File: config.mk
export PLATFORM = sky130hd
export DESIGN_NAME = peprot_top
export DESIGN_NICKNAME = d
export VERILOG_FILES = /design/src/design/peprot_pkg.sv /design/src/design/peprot_clamp_if.sv /design/src/design/peprot_clamp.sv /design/src/design/peprot_top.sv
export VERILOG_INCLUDE_DIRS = /design/src /design/src/design
export SDC_FILE = /design/constraint.sdc
export NUM_CORES = 2
export LEC_CHECK = 0
export ABC_AREA = 1
export ABC_CLOCK_PERIOD_IN_PS = 6700
export BUFFER_PORTS_ARGS = -buffer_cell sky130_fd_sc_hd__buf_4
export CORE_MARGIN = 8
export CORE_UTILIZATION = 58
export CTS_BUF_LIST = sky130_fd_sc_hd__clkbuf_16
export CTS_CLUSTER_SIZE = 16
export DETAILED_ROUTE_END_ITERATION = 12
export PLACE_DENSITY = 0.78
export SLEW_MARGIN = 25
export SYNTH_ARGS = -nofsm -noshare
export SYNTH_HDL_FRONTEND = slang
export SYNTH_SLANG_ARGS = --single-unit
File: constraint.sdc
create_clock -name clk -period 6.7 [get_ports clk]
set_clock_uncertainty 0.05 [all_clocks]
set_input_delay 1.34 -clock clk [delete_from_list [all_inputs] [get_ports clk]]
set_output_delay 1.34 -clock clk [all_outputs]
set_load 0.005 [all_outputs]
File: src/design/peprot_params.svh
/*
  position error protection constants: offsets, field positions, reset values, limits.
  assumes inclusion by bare name from design files and from the bench.
*/
`ifndef PEPROT_PARAMS_SVH
`define PEPROT_PARAMS_SVH
// ----------------------------------------
// register offsets (byte addresses)
// ----------------------------------------
`define PEP_OFS_CTRL 12'h000
`define PEP_OFS_ALARM_LVL 12'h004
`define PEP_OFS_SON_ALARM_LVL 12'h008
`define PEP_OFS_SON_WARN_LVL 12'h00c
`define PEP_OFS_SON_SPD_LIM 12'h010
`define PEP_OFS_TRQ_LIM 12'h014
`define PEP_OFS_ERR_CNT 12'h018
`define PEP_OFS_STATUS 12'h01c
`define PEP_OFS_IRQ_STAT 12'h020
`define PEP_OFS_IRQ_EN 12'h024
`define PEP_OFS_IRQ_CLR 12'h028
// ----------------------------------------
// fields
// ----------------------------------------
`define PEP_CTRL_ALM_CLR 0
`define PEP_ST_MOTOR_ON 0
`define PEP_ST_CLAMP 1
`define PEP_ST_WARN 2
`define PEP_ST_STOP 3
`define PEP_EV_POS_OVF 0
`define PEP_EV_SON_OVF 1
`define PEP_EV_SPD_OVF 2
`define PEP_EV_WARN 3
// ----------------------------------------
// reset values and limits
// ----------------------------------------
`define PEP_ALARM_LVL_RST 30'h00500000
`define PEP_ALARM_LVL_MIN 30'h00000001
`define PEP_ALARM_LVL_MAX 30'h3fffffff
`define PEP_WARN_PCT_RST 7'h64
`define PEP_WARN_PCT_MIN 7'h0a
`define PEP_WARN_PCT_MAX 7'h64
`define PEP_SPD_LIM_RST 14'h2710
`define PEP_SPD_LIM_MAX 14'h2710
`define PEP_TRQ_LIM_RST 16'hffff
`endif

File: src/design/peprot_pkg.sv
/*
  types shared by the position error protection block.
  assumes nothing of its surroundings.
*/
package peprot_pkg;
  typedef enum logic [1:0] {CM_SPEED, CM_POSITION, CM_TORQUE} peprot_mode_t;
  typedef logic signed [31:0] peprot_err_t;
endpackage : peprot_pkg

File: src/design/peprot_clamp_if.sv
/*
  clamp bundle between the protection top and its saturating limiter.
  assumes one clock domain.
*/
interface peprot_clamp_if;
  logic signed [15:0] value;
  logic [15:0] limit;
  logic signed [15:0] result;
  modport top(output value, output limit, input result);
  modport lim(input value, input limit, output result);
endinterface : peprot_clamp_if

File: src/design/peprot_clamp.sv
/*
  symmetric saturating limiter: result stays within plus or minus limit.
  assumes limit is an unsigned magnitude.
*/
module peprot_clamp (
  peprot_clamp_if.lim bus
);
  logic signed [16:0] lim17;
  logic signed [16:0] val17;
  assign lim17 = {1'b0, bus.limit};
  assign val17 = {bus.value[15], bus.value};
  always_comb begin
    if (val17 > lim17) begin
      bus.result = lim17[15:0];
    end else if (val17 < -lim17) begin
      bus.result = 16'((-lim17));
    end else begin
      bus.result = bus.value;
    end
  end
endmodule : peprot_clamp

File: src/design/peprot_top.sv
/*
  position error protection: error counter, overflow alarms, servo-on speed clamp, torque clamp, APB slave.
  assumes all inputs synchronous to clk; position deltas arrive as signed counts per valid pulse.
*/
// Functional notes
// - error count is reference minus feedback
// - overflow detection only in position mode
// - error above alarm level raises alarm, stops
// - alarm level 1..1073741823, default 5242880, immediate
// - servo-on with large residual raises alarm
// - warning level 10..100 percent, default 100
// - clamp speed at servo-on, limit 0..10000
// - clamped, new references, over level: alarm
// - drive motor to drain residual error
// - output torque limited to configured maximum
`include "peprot_params.svh"
module peprot_top #(
  parameter int ERR_W = 32
) (
  input wire logic clk,
  input wire logic arst_n,
  input wire logic psel,
  input wire logic penable,
  input wire logic pwrite,
  input wire logic [11:0] paddr,
  input wire logic [31:0] pwdata,
  output logic [31:0] prdata,
  output logic pready,
  output logic pslverr,
  input wire logic [1:0] ctrlMode,
  input wire logic motorPowerOn,
  input wire logic refValid,
  input wire logic signed [15:0] refDelta,
  input wire logic fbValid,
  input wire logic signed [15:0] fbDelta,
  input wire logic signed [15:0] speedCmd,
  input wire logic signed [15:0] torqueCmd,
  output logic signed [15:0] speedOut,
  output logic signed [15:0] torqueOut,
  output logic motorStop,
  output logic irq
);
  // ----------------------------------------
  // reset synchroniser
  // ----------------------------------------
  logic rstMeta_ff;
  logic rstSync_ff;
  // release is synchronous so no flop leaves reset a cycle before its neighbour
  always_ff @(posedge clk or negedge arst_n) begin
    if (!arst_n) begin
      rstMeta_ff <= 1'b0;
      rstSync_ff <= 1'b0;
    end else begin
      rstMeta_ff <= 1'b1;
      rstSync_ff <= rstMeta_ff;
    end
  end
  logic rst_n;
  assign rst_n = rstSync_ff;

  // ----------------------------------------
  // settings
  // ----------------------------------------
  logic [29:0] alarmLvl_ff;
  logic [29:0] sonAlarmLvl_ff;
  logic [6:0] warnPct_ff;
  logic [13:0] spdLim_ff;
  logic [15:0] trqLim_ff;
  logic [3:0] irqStat_ff;
  logic [3:0] irqEn_ff;
  logic [3:0] events;
  logic alarmClr;
  logic wrStb;
  logic [29:0] wrLvl;
  logic [6:0] wrPct;
  logic [13:0] wrSpd;

  assign wrStb = psel && penable && pwrite;
  assign alarmClr = wrStb && (paddr == `PEP_OFS_CTRL) && pwdata[`PEP_CTRL_ALM_CLR];

  // out-of-range writes saturate to the nearest legal value
  always_comb begin
    wrLvl = pwdata[29:0];
    if (pwdata[31:30] != 2'h0) begin
      wrLvl = `PEP_ALARM_LVL_MAX;
    end else if (pwdata[29:0] < `PEP_ALARM_LVL_MIN) begin
      wrLvl = `PEP_ALARM_LVL_MIN;
    end
    wrPct = pwdata[6:0];
    if (pwdata[31:7] != 25'h0 || pwdata[6:0] > `PEP_WARN_PCT_MAX) begin
      wrPct = `PEP_WARN_PCT_MAX;
    end else if (pwdata[6:0] < `PEP_WARN_PCT_MIN) begin
      wrPct = `PEP_WARN_PCT_MIN;
    end
    wrSpd = pwdata[13:0];
    if (pwdata[31:14] != 18'h0 || pwdata[13:0] > `PEP_SPD_LIM_MAX) begin
      wrSpd = `PEP_SPD_LIM_MAX;
    end
  end

  always_ff @(posedge clk or negedge rst_n) begin
    if (!rst_n) begin
      alarmLvl_ff <= `PEP_ALARM_LVL_RST;
      sonAlarmLvl_ff <= `PEP_ALARM_LVL_RST;
      warnPct_ff <= `PEP_WARN_PCT_RST;
      spdLim_ff <= `PEP_SPD_LIM_RST;
      trqLim_ff <= `PEP_TRQ_LIM_RST;
      irqEn_ff <= 4'h0;
    end else if (wrStb) begin
      unique case (paddr)
        `PEP_OFS_ALARM_LVL: alarmLvl_ff <= wrLvl;
        `PEP_OFS_SON_ALARM_LVL: sonAlarmLvl_ff <= wrLvl;
        `PEP_OFS_SON_WARN_LVL: warnPct_ff <= wrPct;
        `PEP_OFS_SON_SPD_LIM: spdLim_ff <= wrSpd;
        `PEP_OFS_TRQ_LIM: trqLim_ff <= pwdata[15:0];
        `PEP_OFS_IRQ_EN: irqEn_ff <= pwdata[3:0];
        default: begin
        end
      endcase
    end
  end

  // ----------------------------------------
  // error counter
  // ----------------------------------------
  logic signed [ERR_W-1:0] errCnt_ff;
  logic signed [ERR_W-1:0] nxt_errCnt;
  logic [ERR_W-1:0] errMag;

  // both deltas may land in one cycle; each is sign-extended before use
  always_comb begin
    nxt_errCnt = errCnt_ff;
    if (refValid) begin
      nxt_errCnt = nxt_errCnt + ERR_W'(refDelta);
    end
    if (fbValid) begin
      nxt_errCnt = nxt_errCnt - ERR_W'(fbDelta);
    end
  end
  always_ff @(posedge clk or negedge rst_n) begin
    if (!rst_n) begin
      errCnt_ff <= '0;
    end else begin
      errCnt_ff <= nxt_errCnt;
    end
  end
  assign errMag = errCnt_ff[ERR_W-1] ? ERR_W'(-errCnt_ff) : ERR_W'(errCnt_ff);

  // ----------------------------------------
  // detection
  // ----------------------------------------
  logic posMode;
  logic overLvl;
  logic overSon;
  logic overWarn;
  logic [37:0] warnThr;
  logic motorOnPrev_ff;
  logic powerEdge;
  logic clamp_ff;
  logic alarmPos_ff;
  logic alarmSon_ff;
  logic alarmSpd_ff;
  logic warn_ff;
  logic alarmAny;

  assign posMode = (ctrlMode == 2'(peprot_pkg::CM_POSITION));
  assign overLvl = errMag > ERR_W'(alarmLvl_ff);
  assign overSon = errMag > ERR_W'(sonAlarmLvl_ff);
  // warning threshold is the servo-on level scaled by percent
  assign warnThr = 38'(sonAlarmLvl_ff) * 38'(warnPct_ff);
  assign overWarn = (38'(errMag) * 38'h64) > warnThr;
  assign powerEdge = motorPowerOn && !motorOnPrev_ff;
  assign alarmAny = alarmPos_ff || alarmSon_ff || alarmSpd_ff;

  always_ff @(posedge clk or negedge rst_n) begin
    if (!rst_n) begin
      motorOnPrev_ff <= 1'b0;
    end else begin
      motorOnPrev_ff <= motorPowerOn;
    end
  end

  // clamp holds from power-on with residual until the counter drains, power drops or position mode is left
  always_ff @(posedge clk or negedge rst_n) begin
    if (!rst_n) begin
      clamp_ff <= 1'b0;
    end else if (!motorPowerOn || !posMode || errCnt_ff == '0) begin
      clamp_ff <= powerEdge && posMode && errCnt_ff != '0;
    end else if (powerEdge) begin
      clamp_ff <= 1'b1;
    end
  end

  // set wins over clear on every alarm latch
  always_ff @(posedge clk or negedge rst_n) begin
    if (!rst_n) begin
      alarmPos_ff <= 1'b0;
    end else if (posMode && motorPowerOn && !clamp_ff && overLvl) begin
      alarmPos_ff <= 1'b1;
    end else if (alarmClr) begin
      alarmPos_ff <= 1'b0;
    end
  end

  always_ff @(posedge clk or negedge rst_n) begin
    if (!rst_n) begin
      alarmSon_ff <= 1'b0;
    end else if (posMode && powerEdge && overSon) begin
      alarmSon_ff <= 1'b1;
    end else if (alarmClr) begin
      alarmSon_ff <= 1'b0;
    end
  end

  always_ff @(posedge clk or negedge rst_n) begin
    if (!rst_n) begin
      alarmSpd_ff <= 1'b0;
    end else if (posMode && clamp_ff && refValid && overLvl) begin
      alarmSpd_ff <= 1'b1;
    end else if (alarmClr) begin
      alarmSpd_ff <= 1'b0;
    end
  end

  always_ff @(posedge clk or negedge rst_n) begin
    if (!rst_n) begin
      warn_ff <= 1'b0;
    end else begin
      warn_ff <= posMode && !motorPowerOn && overWarn;
    end
  end

  // ----------------------------------------
  // motor output path
  // ----------------------------------------
  peprot_clamp_if spdBus ();
  peprot_clamp_if trqBus ();
  peprot_clamp spdLimiter (.bus(spdBus.lim));
  peprot_clamp trqLimiter (.bus(trqBus.lim));

  // the servo-on clamp lets residual error drain slowly rather than as a sudden lunge
  assign spdBus.value = speedCmd;
  assign spdBus.limit = clamp_ff ? {2'h0, spdLim_ff} : 16'h7fff;
  assign trqBus.value = torqueCmd;
  assign trqBus.limit = trqLim_ff;

  always_ff @(posedge clk or negedge rst_n) begin
    if (!rst_n) begin
      speedOut <= 16'sh0000;
      torqueOut <= 16'sh0000;
      motorStop <= 1'b1;
    end else begin
      motorStop <= alarmAny || !motorPowerOn;
      speedOut <= (alarmAny || !motorPowerOn) ? 16'sh0000 : spdBus.result;
      torqueOut <= (alarmAny || !motorPowerOn) ? 16'sh0000 : trqBus.result;
    end
  end

  // ----------------------------------------
  // interrupts
  // ----------------------------------------
  logic irqClr;
  logic alarmPos_prev_ff;
  logic alarmSon_prev_ff;
  logic alarmSpd_prev_ff;
  logic warn_prev_ff;
  assign irqClr = wrStb && (paddr == `PEP_OFS_IRQ_CLR);
  // events are rising edges of the latches, so a held alarm fires only once
  assign events[`PEP_EV_POS_OVF] = alarmPos_ff && !alarmPos_prev_ff;
  assign events[`PEP_EV_SON_OVF] = alarmSon_ff && !alarmSon_prev_ff;
  assign events[`PEP_EV_SPD_OVF] = alarmSpd_ff && !alarmSpd_prev_ff;
  assign events[`PEP_EV_WARN] = warn_ff && !warn_prev_ff;
  always_ff @(posedge clk or negedge rst_n) begin
    if (!rst_n) begin
      alarmPos_prev_ff <= 1'b0;
      alarmSon_prev_ff <= 1'b0;
      alarmSpd_prev_ff <= 1'b0;
      warn_prev_ff <= 1'b0;
    end else begin
      alarmPos_prev_ff <= alarmPos_ff;
      alarmSon_prev_ff <= alarmSon_ff;
      alarmSpd_prev_ff <= alarmSpd_ff;
      warn_prev_ff <= warn_ff;
    end
  end

  always_ff @(posedge clk or negedge rst_n) begin
    if (!rst_n) begin
      irqStat_ff <= 4'h0;
    end else begin
      irqStat_ff <= events | (irqStat_ff & ~(irqClr ? pwdata[3:0] : 4'h0));
    end
  end

  always_ff @(posedge clk or negedge rst_n) begin
    if (!rst_n) begin
      irq <= 1'b0;
    end else begin
      irq <= |(irqStat_ff & irqEn_ff);
    end
  end

  // ----------------------------------------
  // apb read side
  // ----------------------------------------
  logic [31:0] rdMux;
  logic addrOk;
  // unmapped offsets answer with pslverr and read as zero
  always_comb begin
    rdMux = 32'h0;
    addrOk = 1'b1;
    unique case (paddr)
      `PEP_OFS_CTRL: rdMux = 32'h0;
      `PEP_OFS_ALARM_LVL: rdMux = {2'h0, alarmLvl_ff};
      `PEP_OFS_SON_ALARM_LVL: rdMux = {2'h0, sonAlarmLvl_ff};
      `PEP_OFS_SON_WARN_LVL: rdMux = {25'h0, warnPct_ff};
      `PEP_OFS_SON_SPD_LIM: rdMux = {18'h0, spdLim_ff};
      `PEP_OFS_TRQ_LIM: rdMux = {16'h0, trqLim_ff};
      `PEP_OFS_ERR_CNT: rdMux = 32'(errCnt_ff);
      `PEP_OFS_STATUS: rdMux = {28'h0, motorStop, warn_ff, clamp_ff, motorPowerOn};
      `PEP_OFS_IRQ_STAT: rdMux = {28'h0, irqStat_ff};
      `PEP_OFS_IRQ_EN: rdMux = {28'h0, irqEn_ff};
      `PEP_OFS_IRQ_CLR: rdMux = 32'h0;
      default: addrOk = 1'b0;
    endcase
  end

  // zero-wait slave: pready is a flop loaded in the setup cycle, so it is high in the access cycle
  always_ff @(posedge clk or negedge rst_n) begin
    if (!rst_n) begin
      pready <= 1'b0;
      pslverr <= 1'b0;
      prdata <= 32'h0;
    end else begin
      pready <= psel && !penable;
      pslverr <= psel && !penable && !addrOk;
      prdata <= (psel && !penable && !pwrite) ? rdMux : 32'h0;
    end
  end
endmodule : peprot_top
==> metrics.cfg <==
[route]
first_pass_iters=6
vias_per_cell=5.67
drc=0
ant_nets=0
drt_iter0_markers=3166
wl_per_cell_um=18.7
vias=30940
route.final.wire_length_um=102000

[cts]
clock-sinks=217
clockBufferDepth=3
clkLatencyLatePin_ns=0.57
cts_tree=built
h-tree-depth=1
cts_buffers=26
clockRootBuffer=clkbuf_16
cts_hold_buf=0
clk_pin_slew_ns=0.07

[worst_hold_path]
worstHoldStart=rstMeta_ff
min_path_type=flip-flop to flip-flop

[synthesis]
ys_ff_latch=217
syn-num-nets=5268
synth_edf_count=0
synthAdderAreaFrac_pct=26.2
synth_compound_area_share_pct=12.7
synth-simple-area-share_pct=26.4
yosysMostFrequentCell=nand2_1
synth_top_area_share_pct=15.3
ys.flop_type=dfrtp_1
muxShareOfSynthArea_pct=0.0325
synth.top_cells.by_area=ha_1 15%, dfrtp_1 15%, nand2_1 13%
yosys_warnings=0
postSynth.asyncResetShare_pct=100
synth_xor_area_share_pct=3.41
syn_area_um2=30800
yosys.area.top_type=ha_1
seq_area_frac_synth_pct=17.7
post_synth.cell_area_avg_um2=6.70
synth_common_cells=1099 x nand2_1, 953 x inv_1, 378 x ha_1
postSynthCellCount=4604
synthDistinctLibCells=63
synth_top_family_by_area=simple AND/OR/NAND/NOR gates

[global_routing]
grt_pass1_wl_um=163000
grt_start_max_net_pins=68
grt-ovfl-total=0
gr-usage-all-layers_pct=33.4
grt_pass1_vias=30665
antenna_found_initial=1

[worst_setup_path]
cp_data_required_time_ns=7.15
crit_path_end_kind=flip-flop
cp-startpoint=warnPct_ff[6]
critPathKind=flip-flop to flip-flop
arrival_ns=6.76
cp_max_fo=24
crit_path_max_incr_delay_ns=0.80
start_kind=flip-flop
cp_slowest_cell=dfstp_4
cpMostUsedCell=nand2_1
r2r-start=warnPct_ff[6]

[placed_design]
routabilityCongestion=1.00
portBuffers=185
place_hpwl_um=84300

[die]
fp.dieH_um=247
start_util_pct=58.7
core.rowCount=84
fp.coreArea_um2=52600
die-area_um2=60800
io_pins=186
die_w_um=247

[sta]
post-route-period-util_pct=94.3
grt_setup_unrepaired=false
min_period_ns=6.32
finalMaxSlewViolations=0
hold_violations=0
finalSetupTns_ns=0
fmax_mhz=158
setup_viol=0
slew_headroom_pct=30.0
tightest_slew_ns=1.04

[final_layout]
fillCellCount=4964
multiInputGateArea_um2=21300
regArea_um2=5490
drive_gt1_share_pct=7.78
nets=5412
area_growth_pct=9.72

[status]
run_status=completed

[run]
cap_violations=0

[path summary, 6_finish.rpt]
path	slack [ns]	endpoint	cells after the start
max in group asynchronous	4.93	speedOut[13]	1
worst min register to register	0.30	rstSync_ff	0
worst max-delay path	0.38	warn_ff	29
worst max register to register	0.38	warn_ff	29
worst min-delay path	0.30	rstSync_ff	0
min in group asynchronous	0.33	prdata[28]	0
[critical path, delay by kind of cell (launching register included)]
kind                       cells  cell delay, ns
buffers and inverters          6            0.41
DFF                            1            0.80
AOI/OAI and AO/OA              4            1.00
and+or+nand+nor               13            1.36
adders and majority gates      6            2.59
[flip-flops by register name, indices dropped and copies added, names as in the netlist, 7 cells and up]
signal,cells
spdLim_ff,14
sonAlarmLvl_ff,30
trqBus.limit,16
speedOut,16
warnPct_ff,7
alarmLvl_ff,30
prdata,32
errCnt_ff,32
torqueOut,16
[repair_timing]
| item | CTS | global route |
|---|---|---|
| buffers inserted | 0 | 0 |
| setup endpoints to repair | 0 | 1 |
| resized for setup | 0 | 14 |
[layout make-up]
class | instances | share of cell area (%)
multi-input combinational | 3298 | 62.8
sequential | 217 | 16.2
inverter | 969 | 10.8
timing repair buffer | 236 | 5.31
tap | 688 | 2.54
clock buffer | 26 | 1.92
clock inverter | 21 | 0.403
antenna | 1 | 0.00739
[logic make-up (layout without fill, tap and decap cells)]
group           Yosys count  in the layout
mux                       1              1
other cells               1              2
xor+xnor                120            120
fa+ha+maj               546            546
buf+inv                1089           1252
simple gates           1926           1926
flops                   217            217
compound gates          704            704
[through the flow]
step	cell area [um^2]	setup slack, ns	utilization (%)	std cells	hold WS (ns)
4_1_cts	33800	0.204	64.3	5455	0.307
2_1_floorplan	30800	0.206	-	4604	0.281
5_1_grt	33800	0.00867	64.4	5455	0.315
3_3_place_gp	33000	0.293	62.8	5408	0.287
6_report	33800	0.384	64.4	5456	0.304
3_5_place_dp	33000	0.223	62.8	5408	0.291
[layout by cell type, fill, tap and decap left out, types with 35 or more instances in the layout]
master / netlist / routed
nor2_1: 370 / 368
fa_1: 168 / 168
nand3_1: 259 / 258
xnor2_1: 35 / 35
nand2_1: 1099 / 1098
nand4_1: 59 / 59
a21oi_1: 253 / 251
nor3_1: 46 / 45
o22ai_1: 39 / 39
xor2_1: 85 / 84
dfrtp_1: 188 / 184
ha_1: 378 / 378
inv_1: 953 / 960
buf_4: 1 / 234
o21ai_0: 266 / 265
[routing by layer]
layer | global-route usage [%] | vias up | part of all wire [%]
li1 | - | 14829 | -
met1 | 43.9 | 14376 | 41
met2 | 53.7 | 1426 | 44
met3 | 5.09 | 307 | 9.2
met4 | 15.3 | 2 | 5.1
met5 | 0 | - | 0.033
Power is left out: the tool's default activity adds up to more than one toggle a clock period on the data nets, which glitch-free logic cannot reach.
